### config.mk
export PLATFORM = sky130hd
export DESIGN_NAME = jmex_exec
export DESIGN_NICKNAME = d
export VERILOG_FILES = /design/src/hdl/jmex_alu.v /design/src/hdl/jmex_exec.v
export VERILOG_INCLUDE_DIRS = /design/src /design/src/shared
export SDC_FILE = /design/constraint.sdc
export NUM_CORES = 1
export LEC_CHECK = 0
export ABC_AREA = 1
export BUFFER_PORTS_ARGS = -buffer_cell sky130_fd_sc_hd__buf_2
export CORE_ASPECT_RATIO = 2
export CORE_UTILIZATION = 47
export DETAILED_ROUTE_END_ITERATION = 10
export PLACE_DENSITY = 0.8
export SLEW_MARGIN = 20
export SYNTH_ARGS = -nofsm -noshare
export SYNTH_HDL_FRONTEND = slang
export SYNTH_SLANG_ARGS = --single-unit
### constraint.sdc
create_clock -name clk -period 2.04 [get_ports clk]
set_clock_uncertainty 0.15 [all_clocks]
set_input_delay 0 -clock clk [delete_from_list [all_inputs] [get_ports clk]]
set_output_delay 0 -clock clk [all_outputs]
set_load 0.02 [all_outputs]
### src/shared/jmex_regs.vh
`ifndef JMEX_REGS_VH
`define JMEX_REGS_VH
// operation selects presented by the core decoder
`define JMEX_OP_NONE 3'h0
`define JMEX_OP_JUMP 3'h1
`define JMEX_OP_LDM 3'h2
`define JMEX_OP_LDI 3'h3
`define JMEX_OP_STM 3'h4
`define JMEX_OP_INC 3'h5
// reset values
`define JMEX_ACC_RST 8'h00
`define JMEX_PC_RST 13'h0000
`define JMEX_ZF_RST 1'b0
// execute states
`define JMEX_ST_EXEC 1'b0
`define JMEX_ST_DUMMY 1'b1
`endif

### src/hdl/jmex_alu.v
`include "jmex_regs.vh"
module jmex_alu #(
  parameter DW = 8
) (
  input wire [2:0] op,
  input wire [DW-1:0] mem_rdata,
  input wire [DW-1:0] imm,
  input wire [DW-1:0] acc,
  output reg [DW-1:0] acc_next,
  output reg acc_load,
  output reg zf_load,
  output wire zf_value
);
  wire [DW-1:0] inc_value;
  assign inc_value = mem_rdata + {{(DW-1){1'b0}}, 1'b1};
  assign zf_value = (acc_next == {DW{1'b0}});
  always @* begin
    acc_next = acc;
    acc_load = 1'b0;
    zf_load = 1'b0;
    case (op)
      `JMEX_OP_LDM: begin
        acc_next = mem_rdata;
        acc_load = 1'b1;
      end
      `JMEX_OP_LDI: begin
        acc_next = imm;
        acc_load = 1'b1;
      end
      `JMEX_OP_INC: begin
        acc_next = inc_value;
        acc_load = 1'b1;
        zf_load = 1'b1;
      end
      default: begin
        acc_next = acc;
      end
    endcase
  end
endmodule // jmex_alu

### src/hdl/jmex_exec.v
// Behaviour
// - a jump loads the pc with its target and changes no flag.
// - a jump takes two cycles, the second being a dummy cycle.
// - load from memory copies the byte into acc, flags kept.
// - load immediate puts the literal into acc, flags kept.
// - store writes acc into memory, acc and flags kept.
// - increment puts memory byte plus one in acc, only zero flag set.

`include "jmex_regs.vh"
module jmex_exec #(
  parameter DW = 8,
  parameter AW = 13,
  parameter MW = 8
) (
  input wire clk,
  input wire srst,
  input wire instr_valid,
  input wire [2:0] instr_op,
  input wire [AW-1:0] instr_addr,
  input wire [MW-1:0] instr_mem_addr,
  input wire [DW-1:0] instr_imm,
  input wire [DW-1:0] mem_rdata,
  output wire [MW-1:0] mem_addr,
  output reg mem_we,
  output reg [DW-1:0] mem_wdata,
  output reg [AW-1:0] pc_reg,
  output wire fetch_ready,
  output wire dummy_cycle,
  output reg [DW-1:0] accumulator_reg,
  output reg zero_flag_reg
);
  ////////////////////////////////////////////////////////////////////////
  // state codes and next values
  localparam ST_EXEC = 1'b0;
  localparam ST_DUMMY = 1'b1;

  reg state_reg;
  reg state_next;
  reg [AW-1:0] pc_next;
  reg [DW-1:0] accumulator_next;
  reg zero_flag_next;
  reg mem_we_next;
  reg [DW-1:0] mem_wdata_next;

  wire take;
  wire [2:0] op_eff;
  wire [DW-1:0] acc_next;
  wire acc_load;
  wire zf_load;
  wire zf_value;
  wire [AW-1:0] pc_inc;

  ////////////////////////////////////////////////////////////////////////
  // decode helpers, shared by sequencing, pc and store logic

  function op_is_jump;
    input [2:0] op;
    begin
      op_is_jump = (op == `JMEX_OP_JUMP);
    end
  endfunction

  function op_is_store;
    input [2:0] op;
    begin
      op_is_store = (op == `JMEX_OP_STM);
    end
  endfunction

  ////////////////////////////////////////////////////////////////////////
  // handshake with the core decoder

  // decoder must hold off while the dummy cycle runs
  assign fetch_ready = (state_reg == ST_EXEC);
  assign dummy_cycle = (state_reg == ST_DUMMY);
  assign take = instr_valid && fetch_ready;
  // gating here makes every later decode see no op in the dummy cycle
  assign op_eff = take ? instr_op : `JMEX_OP_NONE;

  ////////////////////////////////////////////////////////////////////////
  // data memory read path and pc step

  // read address is combinational so the byte returns in the same cycle
  assign mem_addr = instr_mem_addr;
  assign pc_inc = pc_reg + {{(AW-1){1'b0}}, 1'b1};

  jmex_alu #(
    .DW(DW)
  ) u_alu (
    .op(op_eff),
    .mem_rdata(mem_rdata),
    .imm(instr_imm),
    .acc(accumulator_reg),
    .acc_next(acc_next),
    .acc_load(acc_load),
    .zf_load(zf_load),
    .zf_value(zf_value)
  );

  ////////////////////////////////////////////////////////////////////////
  // sequencing: a jump parks the core for one dummy cycle

  always @* begin
    state_next = state_reg;

    case (state_reg)
      ST_EXEC: begin
        if (op_is_jump(op_eff)) begin
          state_next = ST_DUMMY;
        end
      end
      ST_DUMMY: begin
        // whatever the decoder offers now is refused
        state_next = ST_EXEC;
      end
      default: begin
        state_next = ST_EXEC;
      end
    endcase
  end

  ////////////////////////////////////////////////////////////////////////
  // program counter

  // a refused request neither moves the pc nor reaches the alu
  always @* begin
    pc_next = pc_reg;

    if (op_is_jump(op_eff)) begin
      pc_next = instr_addr;
    end else if (take) begin
      pc_next = pc_inc;
    end
  end

  ////////////////////////////////////////////////////////////////////////
  // accumulator and zero flag

  always @* begin
    accumulator_next = accumulator_reg;
    zero_flag_next = zero_flag_reg;

    if (acc_load) begin
      accumulator_next = acc_next;
    end
    // only increment touches the flag; moves and jumps leave it
    if (zf_load) begin
      zero_flag_next = zf_value;
    end
  end

  ////////////////////////////////////////////////////////////////////////
  // store port

  // the write lands a cycle after the store is taken, so the memory
  // side has to keep the address it saw at the store's edge
  // back-to-back stores keep the strobe high for both cycles
  always @* begin
    mem_we_next = 1'b0;
    mem_wdata_next = mem_wdata;

    if (op_is_store(op_eff)) begin
      mem_we_next = 1'b1;
      mem_wdata_next = accumulator_reg;
    end
  end

  ////////////////////////////////////////////////////////////////////////
  // sequencing and program counter registers

  always @(posedge clk) begin
    if (srst) begin
      state_reg <= ST_EXEC;
    end else begin
      state_reg <= state_next;
    end
  end

  always @(posedge clk) begin
    if (srst) begin
      pc_reg <= `JMEX_PC_RST;
    end else begin
      pc_reg <= pc_next;
    end
  end

  ////////////////////////////////////////////////////////////////////////
  // datapath registers

  always @(posedge clk) begin
    if (srst) begin
      accumulator_reg <= `JMEX_ACC_RST;
    end else begin
      accumulator_reg <= accumulator_next;
    end
  end

  always @(posedge clk) begin
    if (srst) begin
      zero_flag_reg <= `JMEX_ZF_RST;
    end else begin
      zero_flag_reg <= zero_flag_next;
    end
  end

  always @(posedge clk) begin
    if (srst) begin
      mem_we <= 1'b0;
    end else begin
      mem_we <= mem_we_next;
    end
  end

  // data holds between stores; only the strobe pulses
  always @(posedge clk) begin
    if (srst) begin
      mem_wdata <= {DW{1'b0}};
    end else begin
      mem_wdata <= mem_wdata_next;
    end
  end
endmodule // jmex_exec

=== Word-level counts from Yosys, hierarchy flattened ===
Index checks and enable logic that the tools add are counted.

* Input port bits: 43
* Register bits: 32
* Logic and storage cells: 27

* Muxes and demuxes: 9
* Eq/ne operators: 5
* $add $sub $neg: 2
* Reductions and logical operators: 4
* Bitwise operators: 1

{| class="wikitable"
|+ Operators by type and width
! kind !! number
|-
| $mux W13 || 2
|-
| $pmux W8 S3 || 1
|-
| $add A13 B1 Y13 const B || 1
|-
| $add A8 B1 Y8 const B || 1
|-
| $logic_not A8 Y1 || 1
|-
| $eq A3 B2 Y1 const B || 2
|-
| $eq A3 B3 Y1 const B || 2
|-
| $mux W1 || 4
|-
| $eq A3 B1 Y1 const B || 1
|-
| $mux W3 || 1
|-
| $reduce_or A3 Y1 || 1
|-
| $pmux W1 S2 || 1
|-
| $reduce_bool A2 Y1 || 1
|-
| $logic_and A1 B1 Y1 || 1
|-
| $not A1 Y1 || 1
|}

=== Logic depth before layout (Yosys ltp) ===
Gate-level depths: netlist (run 1).

* Depth in word-level cells: 6
* Gate-level depth with buffers: 13

=== By module ===
From an unflattened synthesis (run 1), not the netlist that was laid out.

* Cells, all modules: 345
* Area total of the unflattened synthesis: 2180.8 µm²

{| class="wikitable"
|+ By module, submodules not included
! module !! cells each !! times used !! seq. area each (µm²) !! area an instance (µm²)
|-
| jmex_exec || 233 || 1 || 640.6 || 1647.8
|-
| jmex_alu || 112 || 1 || 0.0 || 533.0
|}

=== Worst setup path after synthesis (run 1) ===
No wires, ideal clock.

* Path kind: reg2reg
* Start: register pc_reg[0]
* End: register pc_reg[12]
* Clock period less this slack: 1.761 ns
* Setup slack: 0.279 ns
* Data required time: 1.762 ns
* Path buffers: 0
* Setup time: 0.128 ns
* Stages on the path, launching flop included: 11
* Arrival: 1.484 ns
* Path through: dfxtp_1 -> ha_1 -> nand2_1 -> inv_1 -> nand3_1 -> nor2_1 -> nand3_1 -> nand2_1 -> inv_1 -> o21ai_0 -> a21oi_1

* Word-level cells in the longest chain between the ends: 3

{| class="wikitable"
|+ Ends and longest elaborated chain
! what !! RTL line !! RTL
|-
| start: declaration || jmex_exec.v:26 || <nowiki>output reg [AW-1:0] pc_reg,</nowiki>
|-
| start signal: assignment || jmex_exec.v:181 || <nowiki>pc_reg <= `JMEX_PC_RST;</nowiki>
|-
| start signal: assignment || jmex_exec.v:183 || <nowiki>pc_reg <= pc_next;</nowiki>
|-
| $add A13 B1 Y13 || jmex_exec.v:85 || <nowiki>assign pc_inc = pc_reg + {{(AW-1){1'b0}}, 1'b1};</nowiki>
|-
| $mux W13 || jmex_exec.v:131 || <nowiki>end else if (take) begin</nowiki>
|-
| $mux W13 || jmex_exec.v:129 || <nowiki>if (op_is_jump(op_eff)) begin</nowiki>
|}

Every way passes these cells. The select of a mux whose other input is x is not followed.
A chain may end at the register's enable or synchronous reset.

=== Worst setup path in the final report (run 1) ===
* Start: input port mem_rdata[0]
* End: register accumulator_reg[1]

* Word-level cells in the longest chain between the ends: 2

{| class="wikitable"
|+ Ends and longest elaborated chain
! what !! RTL line !! RTL
|-
| start: declaration || jmex_exec.v:22 || <nowiki>input wire [DW-1:0] mem_rdata,</nowiki>
|-
| $add A8 B1 Y8 || jmex_alu.v:15 || <nowiki>assign inc_value = mem_rdata + {{(DW-1){1'b0}}, 1'b1};</nowiki>
|-
| $pmux W8 S3 || jmex_alu.v:21 || <nowiki>case (op)</nowiki>
|-
| end signal: assignment || jmex_exec.v:192 || <nowiki>accumulator_reg <= `JMEX_ACC_RST;</nowiki>
|-
| end signal: assignment || jmex_exec.v:194 || <nowiki>accumulator_reg <= accumulator_next;</nowiki>
|-
| end: declaration || jmex_exec.v:29 || <nowiki>output reg [DW-1:0] accumulator_reg,</nowiki>
|}

Every way passes these cells.

==> results.yml, run 1 <==
status:
  status: "complete, no violations"
die:
  ios: 84
  die_h_um: 92.1
  die_x_um: 47.0
  coreArea_um2: 3880
  num_rows: 32
  die_area_um2: 4330
  start_util_pct: 49.1
clock_tree:
  cts_max_path_buffers: 2
  post_cts_buffers: 0
  clkLatencyLatePin_ns: 0.28
  h-tree-depth: 2
  clk_pin_slew_ns: 0.07
  cts_tree: "done"
  cts-root-buf: "clkbuf_8"
  numCtsBuffers: 5
  cts.sinks: 32
worst_setup_path:
  r2r_setup_slack_ns: 0.12
  critPathMaxStageDelay_ns: 0.56
  cp.arrival_ns: 2.01
  crit_chain: "dlygate4sd3_1 > buf_2 > ha_1 > inv_1 > nor3_1 > nor2_1 > a31oi_1 > dlygate4sd3_1"
  critical_path.most_common_cell: "dlygate4sd3_1"
  cp_slowest_cell: "dlygate4sd3_1"
  crit_type: "in -> reg"
  crit_required_ns: 2.06
  startpoint_type: "input pin"
  cp-end-kind: "flip-flop"
  crit_fanout: 6
synth:
  yosysWarnings: 0
  yosys.area.top_type_share_pct: 33.6
  yosysTopAreaCell: "dfxtp_1"
  synth-seq-area-share_pct: 33.6
  synth_cells: 305
  syn_area_um2: 1910
  syn-num-nets: 350
  synth_cell_types: 29
  ys_ff_latch: 32
  syn_area_per_cell_um2: 6.25
  synth_area_leaders: "dfxtp_1 34%, nand2_1 14%, nor2_1 10%"
routing:
  vias_per_cell: 5.21
  ant_nets: 0
  drc: 0
  wl_per_cell_um: 13.0
  first_iter_violations: 50
  wirelength_um: 5910
  first_pass_iters: 4
  vias: 2371
power_and_ir_drop:
  peakVddDrop_mv: 0.523
  leakage_nw: 1.37
  power_density_nw_per_um2: 589
cells_and_area:
  syn_to_final_growth_pct: 43.0
  diodes: 0
  nets: 448
  drive_gt1_share_pct: 22.3
  largest_reg_flops: 13
job:
  cap_violations: 0
sta:
  rsz0062_at_grt: "no"
  slew_viol_final: 0
  worstMarginPinSlew_ns: 0.438
  hold_violations: 0
  period_minus_slack_ns: 1.99
  setup-violations-final: 0
  setup_tns_ns: 0
  maxSlewHeadroom_pct: 70.7
  whs_ns: 0.0456
  finalCritPeriodShare_pct: 97.4
  fmaxAchievable_mhz: 503
global_route:
  grt_max_degree: 18
  gr-total-overflow: 0
  grt_usage_pct: 30.7
  grt_pass1_wl_um: 9800
  antenna_found_initial: 0
  grt_pass1_vias: 2412
placed_design:
  portBuffers: 67
  gp_congestion: 0.906
  dp_hpwl_um: 4210
worst_hold_path:
  min_path_type: "in -> reg"
==> stage by stage <==
step           power [mW]  worst slack (ns)  instances  utilization, %  cell area, um^2
2_1_floorplan       0.860             0.279        305               -             1910
3_3_place_gp        0.938             0.295        412            58.0             2250
3_5_place_dp        0.942             0.227        412            58.0             2250
4_1_cts              1.60            0.0236        455            69.8             2710
5_1_grt              1.67           0.00167        455            70.2             2730
6_report             1.60            0.0530        455            70.2             2730
==> area by class of cell <==
cell class / instances / area, um^2
clock buffers: 5 / 68.8
clock inverters: 3 / 42.5
fillers: 347 / 1160
inverters: 34 / 128
multi-input cells: 223 / 1060
flip-flops and latches: 32 / 641
well taps: 51 / 63.8
repair buffers: 107 / 723
==> metal layers <==
layer | vias to the layer above | GRT usage, % | wire length, um
met3 | 22 | 5.31 | 276
li1 | 1180 | - | -
met2 | 91 | 59.0 | 3420
met5 | - | 0 | 0
met4 | 0 | 17.6 | 249
met1 | 1078 | 25.6 | 1960
==> worst max-delay path, delay by kind of cell <==
family,cells,cell delay (ns)
compound gates,1,0.12
buf+inv,4,1.31
fa+ha+maj,1,0.30
simple gates,2,0.27
==> cell usage in the layout, fill, tap and decap left out, types with 2 or more instances in the layout <==
master	netlist	routed
nand2_1	70	70
buf_2	1	67
nor2_1	53	52
dlygate4sd3_1	0	35
dfxtp_1	32	32
inv_1	31	31
nand3_1	26	26
o21ai_0	19	19
a21oi_1	15	15
nor3_1	9	9
o211ai_1	6	6
nand4_1	6	6
clkbuf_8	0	5
buf_4	8	5
or2_2	3	3
nor2_4	1	3
clkinv_1	2	2
a31oi_1	2	2
ha_1	2	2
==> Yosys cell counts <==
| cell type | instances |
|---|---|
| nor3b_1 | 1 |
| nand4_1 | 6 |
| clkbuf_1 | 7 |
| nor3_2 | 1 |
| nand3_1 | 26 |
| inv_1 | 31 |
| nor2_1 | 53 |
| o311ai_0 | 1 |
| nor3_1 | 9 |
| nor2_2 | 2 |
| ha_1 | 2 |
| o21ai_0 | 19 |
| a211oi_1 | 1 |
| clkinv_1 | 2 |
| inv_2 | 1 |
| buf_4 | 8 |
| dfxtp_1 | 32 |
| nand2_1 | 70 |
| a31oi_1 | 2 |
| or2_2 | 3 |
| o211ai_1 | 6 |
| a21oi_1 | 15 |
| nand3b_1 | 1 |
| buf_2 | 1 |
| xnor2_1 | 1 |
| nor2_4 | 1 |
| a221oi_1 | 1 |
| o31ai_1 | 1 |
| nand3_2 | 1 |
==> cell families after synthesis <==
kind of cell | after synthesis | synth area share (%)
buffers and inverters | 50 | 11.5
adders and majority gates | 2 | 1.31
xor gates and xnor gates | 1 | 0.460
AOI/OAI and AO/OA | 46 | 13.7
DFF | 32 | 33.6
and+or+nand+nor | 174 | 39.5
==> power by group <==
| part | switching (mW) | internal, mW | total (mW) |
|---|---|---|---|
| Combinational | 0.187 | 0.139 | 0.326 |
| Clock | 0.244 | 0.361 | 0.605 |
| Sequential | 0.0226 | 0.651 | 0.673 |
| Total | 0.454 | 1.15 | 1.60 |
==> repair_timing <==
action / in CTS / in global routing
resized for setup: 0 / 3
hold buffers: 35 / 0
endpoints found under the setup margin: 0 / 2
endpoints found under the hold margin: 32 / 0
==> worst paths after layout <==
kind | startpoint | end | cells after the start
max | mem_rdata[0] | accumulator_reg[1] | 8
min | mem_rdata[2] | accumulator_reg[2] | 5
max reg2reg | dummy_cycle | accumulator_reg[0] | 7
min reg2reg | pc_reg[12] | pc_reg[12] | 2
No activity file was read; power rests on OpenSTA's default activity.
==> run 2, diff against run 1 <==
--- a/config.mk
+++ b/config.mk
@@ -12,6 +12,7 @@
 export CORE_UTILIZATION = 47
 export DETAILED_ROUTE_END_ITERATION = 10
 export PLACE_DENSITY = 0.8
+export RECOVER_POWER = 50
 export SLEW_MARGIN = 20
 export SYNTH_ARGS = -nofsm -noshare
 export SYNTH_HDL_FRONTEND = slang
==> results.yml, run 2 (synthesis results as in run 1) <==
global_route:
  grt_usage_pct: 30.7
  antenna_found_initial: 0
  grt_pass1_wl_um: 9800
  grt_pass1_vias: 2412
  grt_max_degree: 18
  gr-total-overflow: 0
routing:
  vias: 2378
  first_pass_iters: 4
  ant_nets: 0
  drc: 0
  wirelength_um: 5960
  vias_per_cell: 5.23
  wl_per_cell_um: 13.1
  first_iter_violations: 42
power_and_ir_drop:
  p_switching_mw: 0.455
  pwr-share-comb_pct: 20.0
  power_density_nw_per_um2: 594
  switching_share_pct: 28.4
  p_int_mw: 1.14
  peakVddDrop_mv: 0.524
  seqPwrFrac_pct: 42.1
  clkPwrFrac_pct: 37.8
  leakage_nw: 1.26
die:
  die_area_um2: 4330
  start_util_pct: 49.1
  coreArea_um2: 3880
  die_x_um: 47.0
  die_h_um: 92.1
  ios: 84
  num_rows: 32
placed_design:
  dp_slack_ns: 0.227
  dp_hpwl_um: 4210
  portBuffers: 67
  dpl_cell_area_um2: 2250
  gp_congestion: 0.906
worst_setup_path:
  r2r_setup_slack_ns: 0.12
  startpoint_type: "input pin"
  cp.arrival_ns: 2.01
  crit_type: "in -> reg"
  crit_required_ns: 2.06
  crit_fanout: 6
  cp-end-kind: "flip-flop"
sta:
  finalCritPeriodShare_pct: 97.2
  worstMarginPinSlew_ns: 0.441
  period_minus_slack_ns: 1.98
  slew_viol_final: 0
  setup_slack_ns: 0.0569
  hold_violations: 0
  setup_tns_ns: 0
  rsz0062_at_grt: "no"
  fmaxAchievable_mhz: 504
  maxSlewHeadroom_pct: 70.5
  setup-violations-final: 0
cells_and_area:
  post-route-util_pct: 69.3
  diodes: 0
  syn_to_final_growth_pct: 41.3
  final_cell_mix: "70 x nand2_1, 52 x nor2_1, 41 x buf_2, 35 x dlygate4sd3_1, 32 x dfxtp_1"
  drive_gt1_share_pct: 15.8
  layout.cells.most_common: "nand2_1"
  largest_reg_flops: 13
  design_area_um2: 2690
  nets: 448
clock_tree:
  cts_max_path_buffers: 2
  cts_tree: "done"
  clk_pin_slew_ns: 0.07
  numCtsBuffers: 5
  cts.sinks: 32
  cts-root-buf: "clkbuf_8"
  h-tree-depth: 2
  clkLatencyLatePin_ns: 0.28
worst_hold_path:
  min_path_type: "in -> reg"
job:
  cap_violations: 0
status:
  status: "complete, no violations"
run 2: cell types whose count changed in the layout (fill, tap and decap cells not counted):
cell      previous run  this run
clkbuf_1             0        26
buf_2               67        41
run 2: power groups by stage:
stage | Clock [mW] | Sequential (mW) | Combinational [mW]
finish | 0.605 | 0.674 | 0.321
detailed placement | 0 | 0.687 | 0.255
global route | 0.636 | 0.677 | 0.355
CTS | 0.611 | 0.673 | 0.320
global placement | 0 | 0.687 | 0.252
floorplan | 0 | 0.716 | 0.145
run 2: area by class of cell:
cell class	count	area, um^2
Clock buffer	5	68.8
Clock inverter	3	42.5
Fill cell	361	1190
Inverter	34	128
Multi-Input combinational cell	223	1060
Sequential cell	32	641
Tap cell	51	63.8
Timing Repair Buffer	107	691
run 2: worst paths after layout:
check	endpoint	from	cells after the start
hold / removal	accumulator_reg[2]	mem_rdata[2]	5
hold reg to reg	pc_reg[12]	pc_reg[12]	2
setup / recovery	accumulator_reg[1]	mem_rdata[0]	8
setup reg to reg	accumulator_reg[0]	dummy_cycle	7
run 2: metal layers:
| layer | vias to the layer above | track usage, % | wire length, um | share of wire (%) |
|---|---|---|---|---|
| met2 | 88 | 59.0 | 3420 | 57 |
| met3 | 21 | 5.31 | 233 | 3.9 |
| met1 | 1086 | 25.6 | 2050 | 34 |
| met5 | - | 0 | 0 | 0 |
| li1 | 1183 | - | - | - |
| met4 | 0 | 17.6 | 254 | 4.3 |
run 2: worst max-delay path: stages:
cell and delay (ns):
dlygate4sd3_1 0.54, buf_2 0.16, ha_1 0.30, inv_1 0.05, nor3_1 0.04, nor2_1 0.23, a31oi_1 0.12, dlygate4sd3_1 0.56
run 2: what timing repair did:
item / CTS / global route
endpoints found under the hold margin: 32 / 0
setup endpoints to repair: 0 / 2
setup buffers: 0 / 0
gates resized for setup: 0 / 3
hold buffers: 35 / 0
run 2: per-stage QoR:
step / power (mW) / cells / hold slack (ns)
6_report: 1.60 / 455 / 0.0449
5_1_grt: 1.67 / 455 / 0.108
3_3_place_gp: 0.938 / 412 / -0.150
3_5_place_dp: 0.942 / 412 / -0.150
2_1_floorplan: 0.860 / 305 / -0.0374
4_1_cts: 1.60 / 455 / 0.0177
==> run 3, diff against run 2 <==
==> constraint.sdc (replaced) <==
create_clock -name clk -period 2.04 [get_ports clk]
set_clock_uncertainty 0.15 [all_clocks]
set_input_delay 0.306 -clock clk [delete_from_list [all_inputs] [get_ports clk]]
set_output_delay 0.306 -clock clk [all_outputs]
set_load 0.02 [all_outputs]
==> results.yml, run 3 (synthesis results as in run 1) <==
die:
  ios: 84
  start_util_pct: 49.1
  die_h_um: 92.1
  coreArea_um2: 3880
  num_rows: 32
  die_area_um2: 4330
  die_x_um: 47.0
routing:
  drc: 0
  wirelength_um: 5390
  wl_per_cell_um: 12.8
  first_pass_iters: 4
  vias: 2175
  first_iter_violations: 57
  ant_nets: 0
  vias_per_cell: 5.17
placed_design:
  dpl_cell_area_um2: 2260
  gp_congestion: 0.935
  portBuffers: 67
  dp_hpwl_um: 4230
status:
  status: "complete, no violations"
cells_and_area:
  drive_gt1_share_pct: 16.8
  nets: 414
  layout.cells.most_common: "nand2_1"
  final_cell_mix: "70 x nand2_1, 53 x nor2_1, 40 x buf_2, 32 x dfxtp_1, 31 x inv_1"
  syn_to_final_growth_pct: 22.4
  design_area_um2: 2330
  post-route-util_pct: 60.1
  diodes: 0
  largest_reg_flops: 13
worst_setup_path:
  crit_chain: "ha_1 > nand2_1 > inv_1 > nand3_1 > nor2_1 > nand3_1 > nand2_1 > inv_1 > o21ai_0 > a21oi_1"
  critPathMaxStageDelay_ns: 0.40
  cp_top_family: "simple AND/OR/NAND/NOR gates"
  startpoint_type: "flip-flop"
  crit_fanout: 5
  critical_path_buf_inv_count: 2
  cp.arrival_ns: 1.83
  cp_slowest_cell: "dfxtp_1"
  crit_type: "reg -> reg"
  cp-end-kind: "flip-flop"
  crit_required_ns: 2.04
sta:
  maxSlewHeadroom_pct: 70.8
  rsz0062_at_grt: "no"
  finalCritPeriodShare_pct: 89.7
  setup-violations-final: 0
  slew_viol_final: 0
  hold_violations: 0
  fmaxAchievable_mhz: 546
  period_minus_slack_ns: 1.83
  worstMarginPinSlew_ns: 0.438
  setup_tns_ns: 0
clock_tree:
  cts_resized: 0
  cts-root-buf: "clkbuf_8"
  numCtsBuffers: 5
  cts_tree: "done"
  cts_max_path_buffers: 2
  clkLatencyLatePin_ns: 0.28
  clk_pin_slew_ns: 0.07
  cts.sinks: 32
  post_cts_buffers: 0
  h-tree-depth: 2
  cts_hold_buf: 0
global_route:
  grtUsageMet1_pct: 25.2
  gr-total-overflow: 0
  met3_usage_pct: 4.33
  grt_pass1_vias: 2000
  antenna_found_initial: 0
  grt_usage_pct: 27.1
  grt_pass1_wl_um: 8500
  gr-usage-met2_pct: 50.9
  busiest_layer: "met2"
  grt_max_degree: 18
worst_hold_path:
  min_path_type: "in -> reg"
power_and_ir_drop:
  power_density_nw_per_um2: 650
  peakVddDrop_mv: 0.523
  leakage_nw: 1.11
job:
  cap_violations: 0
==> run 3: cell count changes in the layout (fill, tap and decap cells not counted), sizes merged <==
cell | before | now
clkinvlp | 1 | 0
dlygate4sd3 | 35 | 0
clkbuf | 31 | 33
==> run 3: metrics by stage <==
stage | hold WS [ns] | std cells | setup slack, ns | total power, mW
after floorplan | 0.322 | 305 | 0.279 | 0.860
after global placement | 0.329 | 413 | 0.191 | 0.939
after detailed placement | 0.336 | 413 | 0.163 | 0.942
after CTS | 0.149 | 421 | 0.224 | 1.53
after global routing | 0.154 | 421 | 0.0193 | 1.59
final | 0.152 | 421 | 0.210 | 1.52
==> run 3: worst register-to-register path: stages (launching register included) <==
cell     delay (ns)
dfxtp_1        0.40
ha_1           0.20
nand2_1        0.06
inv_1          0.08
nand3_1        0.11
nor2_1         0.19
nand3_1        0.15
nand2_1        0.09
inv_1          0.03
o21ai_0        0.16
a21oi_1        0.08
==> run 3: worst paths after layout <==
kind	from	end	slack, ns	cells after the start
worst max-delay path	pc_reg[0]	pc_reg[12]	0.21	10
worst min-delay path	instr_addr[3]	pc_reg[3]	0.15	3
worst max register to register	pc_reg[0]	pc_reg[12]	0.21	10
worst min register to register	pc_reg[12]	pc_reg[12]	0.35	2
==> run 3: routing by layer <==
metal / vias up / routed length [um]
met4: 0 / 167
met1: 979 / 1930
met2: 69 / 3130
li1: 1117 / -
met3: 10 / 158
met5: - / 0
==> run 3: layout make-up <==
cell class,instances,area (um^2)
sequential,32,641
clock inverter,2,35.0
tap,51,63.8
clock buffer,6,72.6
multi-input combinational,223,1050
inverter,34,128
fill,420,1550
timing repair buffer,73,347
==> run 3: power by group <==
| part | switching (mW) | leakage [nW] | internal [mW] |
|---|---|---|---|
| Clock | 0.228 | 0.0552 | 0.362 |
| Sequential | 0.0235 | 0.261 | 0.651 |
| Combinational | 0.163 | 0.794 | 0.0877 |
